`config.mk`:
```
export PLATFORM = sky130hd
export DESIGN_NAME = tick_timer
export DESIGN_NICKNAME = d
export VERILOG_FILES = /design/src/pkg/tick_timer_pkg.sv /design/src/hw/tick_timer.sv
export VERILOG_INCLUDE_DIRS = /design/src /design/src/pkg
export SDC_FILE = /design/constraint.sdc
export NUM_CORES = 1
export LEC_CHECK = 0
export CAP_MARGIN = 20
export CORE_MARGIN = 1.5
export CORE_UTILIZATION = 46
export CTS_BUF_LIST = sky130_fd_sc_hd__clkbuf_8
export CTS_CLUSTER_SIZE = 28
export DETAILED_ROUTE_END_ITERATION = 12
export DONT_BUFFER_PORTS = 1
export GPL_TIMING_DRIVEN = 0
export SLEW_MARGIN = 40
export SYNTH_ARGS = -nofsm -noshare
export SYNTH_HDL_FRONTEND = slang
export SYNTH_SLANG_ARGS = --single-unit
```
`constraint.sdc`:
```
create_clock -name sys_clk -period 4.3 [get_ports sys_clk]
set_clock_uncertainty 0.2 [all_clocks]
set_input_delay 0.43 -clock sys_clk [delete_from_list [all_inputs] [get_ports sys_clk]]
set_output_delay 0.43 -clock sys_clk [all_outputs]
set_load 0.01 [all_outputs]
```
`src/pkg/tick_timer_cfg.svh`:
```
// Register offsets, field positions, reset values and constants of the tick timer
`ifndef TICK_TIMER_CFG_SVH
`define TICK_TIMER_CFG_SVH

// ============================================================
// Register byte offsets
`define OFS_CONTROL_STATUS   8'h00
`define OFS_RELOAD           8'h04
`define OFS_COUNT_VALUE      8'h08
`define OFS_CALIBRATION      8'h0C
`define OFS_IRQ_STATUS       8'h10
`define OFS_IRQ_MASK         8'h14
`define OFS_SECURITY_CONFIG  8'h18

// ============================================================
// Field positions
`define CS_ENABLE_BIT        0
`define CS_TICKINT_BIT       1
`define CS_CLKSRC_BIT        2
`define CS_ZERO_FLAG_BIT     16
`define CAL_NO_REFERENCE_CLOCK_BIT        31
`define CAL_INEXACT_BIT      30
`define CFG_NS_OWNER_BIT     0

// ============================================================
// Widths and reset values
`define COUNT_W              24
`define NUM_BANKS            2
`define FULL_WORD_SEL        4'hF
`define COUNT_RESET          24'h00_0000
`define RELOAD_RESET         24'h00_0000
`define CAL_COUNT_VALUE      24'h00_0000
`define WORD_ZERO            32'h0000_0000

`endif

```
`src/pkg/tick_timer_pkg.sv`:
```
// Types shared by the tick timer and its bench
package tick_timer_pkg;

  // ============================================================
  // Wishbone carriers
  typedef struct packed {
    logic        cyc;
    logic        stb;
    logic        we;
    logic [7:0]  adr;
    logic [3:0]  sel;
    logic [31:0] dat;
  } wb_req_t;

  typedef struct packed {
    logic        ack;
    logic [31:0] dat;
  } wb_rsp_t;

  // ============================================================
  // One timer bank
  typedef struct packed {
    logic [23:0] count;
    logic [23:0] reload;
    logic        enable;
    logic        tickint;
    logic        zflag;
  } bank_t;

  // ============================================================
  // Whole block state
  typedef struct packed {
    bank_t [1:0] bank;
    logic        ns_owner;
    logic [1:0]  irq_status;
    logic [1:0]  irq_mask;
    logic        irq;
    logic [1:0]  exc;
    logic        ack;
    logic [31:0] rdata;
  } state_t;

endpackage
```
`src/hw/tick_timer.sv`:
```
// Banked 24-bit down-counting system tick timer with Wishbone register access
// Summary of operation
// - Count register returns live count in bits 23:0, upper bits zero.
// - Full-word count write clears count and zero-reached flag.
// - One timer, nonsecure not owner: nonsecure count reads zero, writes ignored.
// - No timer built: count field reserved, reads zero.
// - Security plus two timers: separate banks chosen by accessing state.
// - Calibration bit 31 reads one: no reference clock.
// - Calibration bit 30 reads one: ten-millisecond value inexact.
// - Calibration count bits read zero; bits 29:24 reserved.
// - Counter advances only on controller clock enable; holds otherwise.
// - Enabled count decrements to zero, reloads next tick; zero reload stops.
// - Flag sets on one-to-zero step, clears on control read.
// - Count write never raises the timer exception request.
// - Count holds while processor is halted for debug.
`timescale 1ns/1ns
`include "tick_timer_cfg.svh"

module tick_timer #(
  parameter int unsigned NUM_TIMERS = 2,
  parameter bit          SECURE_EXT = 1'b1
) (
  // Clock and reset
  input  wire logic                    sys_clk,
  input  wire logic                    rstn,
  // Wishbone slave
  input  wire tick_timer_pkg::wb_req_t wb_req,
  input  wire logic                    wb_nonsecure,
  output      tick_timer_pkg::wb_rsp_t wb_rsp,
  // Core status
  input  wire logic                    tick_clk_en,
  input  wire logic                    dbg_halted,
  // Requests
  output      logic [1:0]              tick_exc_req,
  output      logic                    irq
);
  import tick_timer_pkg::*;

  // ============================================================
  // Reset release
  logic rst_meta_n;
  logic rst_sync_n;

  always_ff @(posedge sys_clk or negedge rstn) begin
    if (!rstn) begin
      rst_meta_n <= 1'b0;
      rst_sync_n <= 1'b0;
    end else begin
      rst_meta_n <= 1'b1;
      rst_sync_n <= rst_meta_n;
    end
  end

  // ============================================================
  // Access decode
  state_t      s_q;
  state_t      s_d;
  logic        req;
  logic        wr;
  logic        rd;
  logic        ns_eff;
  logic        bsel;
  logic        timer_ok;
  logic [31:0] rd_word;
  bank_t       cur;

  always_comb begin
    req    = wb_req.cyc & wb_req.stb & ~s_q.ack;
    wr     = req & wb_req.we & (wb_req.sel == `FULL_WORD_SEL);
    rd     = req & ~wb_req.we;
    ns_eff = SECURE_EXT & wb_nonsecure;
    // Bank follows the accessing state only when both are built
    bsel   = (NUM_TIMERS == 2) && SECURE_EXT && ns_eff;
    timer_ok = (NUM_TIMERS != 0)
      && !(ns_eff && (NUM_TIMERS == 1) && !s_q.ns_owner);
    cur    = s_q.bank[bsel];
  end

  // ============================================================
  // Read data
  always_comb begin
    rd_word = `WORD_ZERO;
    case (wb_req.adr)
      `OFS_CONTROL_STATUS: begin
        if (timer_ok) begin
          rd_word[`CS_ENABLE_BIT]    = cur.enable;
          rd_word[`CS_TICKINT_BIT]   = cur.tickint;
          rd_word[`CS_CLKSRC_BIT]    = 1'b1;
          rd_word[`CS_ZERO_FLAG_BIT] = cur.zflag;
        end
      end
      `OFS_RELOAD: begin
        if (timer_ok) begin
          rd_word[`COUNT_W-1:0] = cur.reload;
        end
      end
      `OFS_COUNT_VALUE: begin
        if (timer_ok) begin
          rd_word[`COUNT_W-1:0] = cur.count;
        end
      end
      `OFS_CALIBRATION: begin
        if (timer_ok) begin
          rd_word[`CAL_NO_REFERENCE_CLOCK_BIT]   = 1'b1;
          rd_word[`CAL_INEXACT_BIT] = 1'b1;
          rd_word[`COUNT_W-1:0]     = `CAL_COUNT_VALUE;
        end
      end
      `OFS_IRQ_STATUS: begin
        rd_word[1:0] = s_q.irq_status;
      end
      `OFS_IRQ_MASK: begin
        rd_word[1:0] = s_q.irq_mask;
      end
      `OFS_SECURITY_CONFIG: begin
        rd_word[`CFG_NS_OWNER_BIT] = s_q.ns_owner;
      end
      default: begin
        rd_word = `WORD_ZERO;
      end
    endcase
  end

  // ============================================================
  // Next state
  always_comb begin
    logic tw;
    logic ctrl_wr;
    logic rel_wr;
    logic cnt_wr;
    logic ctrl_rd;
    tw      = 1'b0;
    ctrl_wr = 1'b0;
    rel_wr  = 1'b0;
    cnt_wr  = 1'b0;
    ctrl_rd = 1'b0;
    s_d     = s_q;
    s_d.ack = req;
    s_d.exc = 2'b00;
    if (req) begin
      s_d.rdata = rd_word;
    end
    // Status bits clear by writing one
    if (wr && (wb_req.adr == `OFS_IRQ_STATUS)) begin
      s_d.irq_status = s_q.irq_status & ~wb_req.dat[1:0];
    end
    if (wr && (wb_req.adr == `OFS_IRQ_MASK)) begin
      s_d.irq_mask = wb_req.dat[1:0];
    end
    // Ownership bit is writable from secure state only
    if (wr && !ns_eff && (wb_req.adr == `OFS_SECURITY_CONFIG)) begin
      s_d.ns_owner = wb_req.dat[`CFG_NS_OWNER_BIT];
    end
    for (int b = 0; b < `NUM_BANKS; b++) begin
      tw      = timer_ok && (b < NUM_TIMERS) && (bsel == b[0]);
      ctrl_wr = tw && wr && (wb_req.adr == `OFS_CONTROL_STATUS);
      rel_wr  = tw && wr && (wb_req.adr == `OFS_RELOAD);
      cnt_wr  = tw && wr && (wb_req.adr == `OFS_COUNT_VALUE);
      ctrl_rd = tw && rd && (wb_req.adr == `OFS_CONTROL_STATUS);
      if (ctrl_wr) begin
        s_d.bank[b].enable  = wb_req.dat[`CS_ENABLE_BIT];
        s_d.bank[b].tickint = wb_req.dat[`CS_TICKINT_BIT];
      end
      if (rel_wr) begin
        s_d.bank[b].reload = wb_req.dat[`COUNT_W-1:0];
      end
      if (ctrl_rd || cnt_wr) begin
        s_d.bank[b].zflag = 1'b0;
      end
      if (cnt_wr) begin
        s_d.bank[b].count = `COUNT_RESET;
      end else if (tick_clk_en && !dbg_halted && s_q.bank[b].enable && (b < NUM_TIMERS)) begin
        if (s_q.bank[b].count == `COUNT_RESET) begin
          s_d.bank[b].count = s_q.bank[b].reload;
        end else begin
          s_d.bank[b].count = s_q.bank[b].count - 24'h00_0001;
          if (s_q.bank[b].count == 24'h00_0001) begin
            // Set wins over a same-cycle clear
            s_d.bank[b].zflag    = 1'b1;
            s_d.irq_status[b]    = 1'b1;
            s_d.exc[b]           = s_q.bank[b].tickint;
          end
        end
      end
    end
    s_d.irq = |(s_d.irq_status & s_d.irq_mask);
  end

  // ============================================================
  // State register
  always_ff @(posedge sys_clk or negedge rst_sync_n) begin
    if (!rst_sync_n) begin
      s_q <= '0;
    end else begin
      s_q <= s_d;
    end
  end

  // ============================================================
  // Outputs
  assign wb_rsp       = '{ack: s_q.ack, dat: s_q.rdata};
  assign tick_exc_req = s_q.exc;
  assign irq          = s_q.irq;

endmodule

```
==> flow_summary.toml, run 1 <==
[critical_path]
end_kind = "register"
worstPathArrival_ps = 3380
required_ps = 4450
crit_start = "s_q[74]"
start_kind = "register"
path_class = "reg2reg"
timing.critical_path.buf_inv = 2
cpPeakStageDelay_ps = 610
rr_startpoint = "s_q[74]"
crit_path_max_fanout = 10
critPathTopFamily = "simple AND/OR/NAND/NOR gates"
worstPathCellList = "buf_2 -> nor4_2 -> nand4b_1 -> nor3_2 -> clkbuf_1 -> o21ai_0 -> nand3_1 -> o21ai_0"
critical_path.slowest_cell = "nor3_2"
crit_top_cell = "o21ai_0"

[detailed_routing]
vias = 6675
wl_met2_um = 11000
drt-total-wl_um = 24600
first_pass_iters = 8
met1_length_um = 10500
detail-route-antenna-nets = 0
drt_iter0_drc = 805
drcViolationCount = 0
wl_met3_um = 2260
wl_per_cell_um = 23.5
highest_layer = "met4"
via_per_inst = 6.39

[sta]
hold_viol = 0
finalWorstSetupSlack_ps = 1070
fin_crit_ps = 3230
setup_viol = 0
worstMarginPinSlew_ps = 801
slew_headroom = 0.462
fmax_mhz = 310
period_share = 0.751
finalMaxSlewViolations = 0
rsz0062_at_grt = "false"
tns_ps = 0

[yosys]
ys.flop_type = "dfrtp_1"
syn_inst = 760
yosysSeqAreaShare = 0.460
synth-async-reset-ratio = 1.00
synth_area_leader_cell = "dfrtp_1"
avgSynthCellArea_um2 = 9.87
synth_commonest_cells = "138 x dfrtp_1, 67 x nand2_1, 63 x mux2_2, 50 x nor2_1, 44 x a21oi_1"
yosysWarnings = 0
synth-seq-cells = 138
netlist_area_um2 = 7500
synth_enable_flop_cells = 0
ys_top_cells_by_area = "dfrtp_1 46%, mux2_2 9.5%, a221oi_1 4.6%"
synth.top_cell.area_share = 0.460
synthDistinctLibCells = 64
synthMostInstantiatedCell = "dfrtp_1"

[grt]
grtUsageTotal = 0.300
grt_pass1_wl_um = 37300
grt_max_degree = 43
grt_pass1_vias = 6327
antenna_found_initial = 0
gr-total-overflow = 0

[pwr]
peakVddDrop_mv = 0.222
powerDensity_nw_per_um2 = 306
p_leak_nw = 3.75

[outcome]
outcome = "finished clean"

[placed_design]
place_congestion = 0.924
placed_area_um2 = 7880
post-place-ws_ps = 1040
placed_cells = 984
dpl.hpwl_um = 18100
io_buffers = 0

[clocking]
post_cts.repair.setup_buffers = 0
cts_root_buf = "clkbuf_8"
insertion_delay_ps = 470
cts_buffers = 17
clk_transition_reported_paths_ps = 90
cts_htree_levels = 4
clock_path_buffers = 2
ctsResizeCount = 0
tritoncts = "built"
clock_sinks = 138

[floorplan]
io_pins = 88
die-height_um = 131
die_x_um = 131
fp-row-count = 46
die_area_um2 = 17100
fp.coreArea_um2 = 15900
initial_core_util = 0.472

[layout]
syn2layout_area_growth_pct = 14.3
multiInputGateArea_um2 = 3590
drive_above_1_share = 0.191
final_area_um2 = 8580
fin_cells = 1045
filler_cell_count = 1462
ff_latch_area_um2 = 3460
diodes = 0
nNetsFinal = 872

[hold_path]
hold_class = "in2reg"
hp-start = "wb_req[44]"

[run]
maxCapViolCount = 0
-- area by class of cell --
cell class | count | share of cell area
clock buffers | 17 | 0.0273
clock inverters | 15 | 0.0175
flip-flops and latches | 138 | 0.403
inverters | 11 | 0.00481
repair buffers | 32 | 0.0417
plain buffers | 84 | 0.0550
multi-input cells | 532 | 0.419
well taps | 216 | 0.0315
-- report_power, final --
| part | internal (mW) | switching, mW |
|---|---|---|
| Clock | 0.476 | 0.593 |
| Sequential | 1.32 | 0.0270 |
| Combinational | 0.0918 | 0.115 |
-- kinds of logic (layout without fill, tap and decap cells) --
family,count (synthesis),in the layout,synth area share
and+or+nand+nor,247,247,0.174
AOI/OAI and AO/OA,206,206,0.188
DFF,138,138,0.460
buffers and inverters,95,159,0.0684
muxes,67,67,0.100
adders and majority gates,4,4,0.00667
other,2,7,0.00100
xor gates and xnor gates,1,1,0.00117
-- metrics by stage --
| step | utilization | hold slack [ps] | power, mW |
|---|---|---|---|
| after floorplan | - | -65.6 | 1.50 |
| after global placement | 0.491 | -65.5 | 1.54 |
| after detailed placement | 0.496 | -65.5 | 1.55 |
| after CTS | 0.538 | 22.2 | 2.64 |
| after global routing | 0.540 | 33.7 | 2.72 |
| final | 0.540 | 36.9 | 2.63 |
-- cell usage in the layout (no fill, tap or decap), drive strengths merged, types with 20 or more instances in the layout --
cell and count:
nor4 24, inv 20, nor3 29, o21ai 40, nor2 50, nand2 67, clkbuf 55, o31ai 28
mux2 65, buf 49, a221oi 39, dlygate4sd3 29, a21oi 45, dfrtp 138
-- metal layers --
metal	vias to the layer above	GRT usage
met5	-	0
met4	0	0.129
met3	54	0.0774
met2	363	0.454
met1	3320	0.411
li1	2938	-
-- final timing paths --
check,to,slack [ps],cells after the start
min,s_q[92],40,3
max in group asynchronous,s_q[114],3150,1
max,s_q[83],1070,8
min reg2reg,s_q[56],120,0
min in group asynchronous,s_q[56],120,0
max reg2reg,s_q[83],1070,8
-- worst register-to-register path: stages (launching register included) --
cell and delay [ps]:
dfrtp_1 370, buf_2 160, nor4_2 490, nand4b_1 430, nor3_2 620, clkbuf_1 470
o21ai_0 160, nand3_1 110, o21ai_0 90
-- flip-flops by register name, summed over array words and instances (netlist names) --
| register | cells |
|---|---|
| tick_exc_req | 2 |
| rst_sync_n | 1 |
| s_q | 107 |
| wb_rsp | 26 |
| irq | 1 |
| rst_meta_n | 1 |
-- timing repair --
| action | CTS | global route |
|---|---|---|
| hold endpoints to repair | 61 | 0 |
| hold buffers | 29 | 0 |
| setup endpoints to repair | 0 | 0 |
No activity file was read; power rests on OpenSTA's default activity.
==> run 2, diff against run 1 <==
==> constraint.sdc (replaced) <==
create_clock -name sys_clk -period 3.15 [get_ports sys_clk]
set_clock_uncertainty 0.2 [all_clocks]
set_input_delay 0.315 -clock sys_clk [delete_from_list [all_inputs] [get_ports sys_clk]]
set_output_delay 0.315 -clock sys_clk [all_outputs]
set_load 0.01 [all_outputs]
==> run 2 against run 1 <==
Utilization rose by 0.69 points. Highest routed layer unchanged. Largest cell class unchanged. Via count up 1.8%. Maximum frequency grew 8.4%. Wire length rose by 0.92%. Die area unchanged. Final cell count is 0.96% higher. Setup slack got worse by 900 ps. Combinational power is 39% higher. Final area rose by 1.3%.
==> flow_summary.toml, run 2 (same netlist as run 1, synthesis figures left out) <==
[outcome]
outcome = "finished clean"

[clocking]
clk_transition_reported_paths_ps = 80
insertion_delay_ps = 470
cts_buffers = 17
clock_sinks = 138
tritoncts = "built"
cts_htree_levels = 4
cts_root_buf = "clkbuf_8"
clock_path_buffers = 2

[placed_design]
placed_cells = 984
placed_area_um2 = 7880
post-place-ws_ps = -42.0
place_congestion = 0.924
io_buffers = 0
dpl.hpwl_um = 18100

[grt]
grt_pass1_wl_um = 37700
grtUsageTotal = 0.303
grt_pass1_vias = 6411
gr-total-overflow = 0
antenna_found_initial = 0
grt_max_degree = 43

[layout]
largest_register_ffs = 107
final_cell_mix = "137 x dfrtp_1, 67 x nand2_1, 63 x mux2_2"
final_area_um2 = 8680
diodes = 0
drive_above_1_share = 0.194
regMostFlops = "s_q"
layout_commonest_cell = "dfrtp_1"
syn2layout_area_growth_pct = 15.7
fin_cells = 1055
nNetsFinal = 882

[floorplan]
fp.coreArea_um2 = 15900
io_pins = 88
fp-row-count = 46
die_area_um2 = 17100
die_x_um = 131
die-height_um = 131
initial_core_util = 0.472

[critical_path]
crit_path_max_fanout = 10
path_class = "reg2reg"
cpPeakStageDelay_ps = 680
reg2reg_depth = 7
start_kind = "register"
worstPathArrival_ps = 3110
worstPathCellList = "nand3b_1 -> clkbuf_1 -> clkinv_1 -> nand3_2 -> nor3_4 -> clkbuf_1 -> o21bai_1"
crit_top_cell = "clkbuf_1"
required_ps = 3280
end_kind = "register"
critical_path.slowest_cell = "clkbuf_1"

[sta]
slew_headroom = 0.433
setup_viol = 0
fmax_mhz = 336
hold_viol = 0
rsz0062_at_grt = "false"
period_share = 0.946
worstMarginPinSlew_ps = 845
finalWorstSetupSlack_ps = 170
fin_crit_ps = 2980
tns_ps = 0
finalMaxSlewViolations = 0

[hold_path]
hold-path-cell-count = 5
hold_class = "in2reg"

[pwr]
peakVddDrop_mv = 0.303
p_leak_nw = 3.80
power_mw = 3.59
powerDensity_nw_per_um2 = 414

[run]
maxCapViolCount = 0

[detailed_routing]
wl_per_cell_um = 23.5
drt-total-wl_um = 24800
drcViolationCount = 0
via_per_inst = 6.44
drt_iter0_drc = 846
vias = 6795
first_pass_iters = 6
detail-route-antenna-nets = 0
==> run 2: cell types whose count changed in the layout (fill, tap and decap cells not counted), sizes merged <==
cell,before,now
dlygate4sd3,29,37
buf,49,51
==> run 2: worst max-delay path: cells and delay by family, from the launching register on <==
family                 cells  cell delay, ps
buffers and inverters      3            1120
AO/OA/AOI/OAI              1             170
AND/OR/NAND/NOR            3             960
flip-flops                 1             380
==> run 2: path summary, 6_finish.rpt <==
path | startpoint | endpoint | slack, ps
worst max-delay path | wb_rsp[32] | s_q[41] | 170
worst min-delay path | wb_req[42] | s_q[38] | 20
worst max register to register | wb_rsp[32] | s_q[41] | 170
worst min register to register | rst_sync_n | s_q[56] | 110
max in group asynchronous | rst_sync_n | s_q[115] | 2010
min in group asynchronous | rst_sync_n | s_q[56] | 110
==> run 2: layout make-up <==
class,count,area (um^2)
clock buffers,17,234
fillers,1455,7200
well taps,216,270
repair buffers,42,453
flip-flops and latches,138,3460
inverters,11,41.3
plain buffers,84,474
clock inverters,15,150
multi-input cells,532,3600
==> run 2: per-layer routing <==
layer,vias up,global-route usage,share of wire
met5,-,0,0
met4,0,0.133,0.038
met3,68,0.0818,0.099
met2,398,0.456,0.45
met1,3369,0.413,0.42
li1,2960,-,-
==> run 2: power breakdown <==
group | switching [mW] | total, mW | internal (mW)
Combinational | 0.159 | 0.288 | 0.129
Sequential | 0.0366 | 1.85 | 1.81
Clock | 0.812 | 1.46 | 0.650
Total | 1.01 | 3.59 | 2.59
==> run 2: what timing repair did <==
action                                  4_1_cts  5_1_grt
endpoints found under the setup margin       10       36
setup buffers                                 0        2
hold buffers                                 37        0
pin swaps                                     0        1
resized for setup                             1        4
hold endpoints to repair                     64        0
==> run 2: per-stage QoR <==
step	hold WS (ps)	utilization
2_1_floorplan	-181	-
3_3_place_gp	-181	0.491
4_1_cts	8.21	0.543
3_5_place_dp	-181	0.496
5_1_grt	32.3	0.547
6_report	23.2	0.547
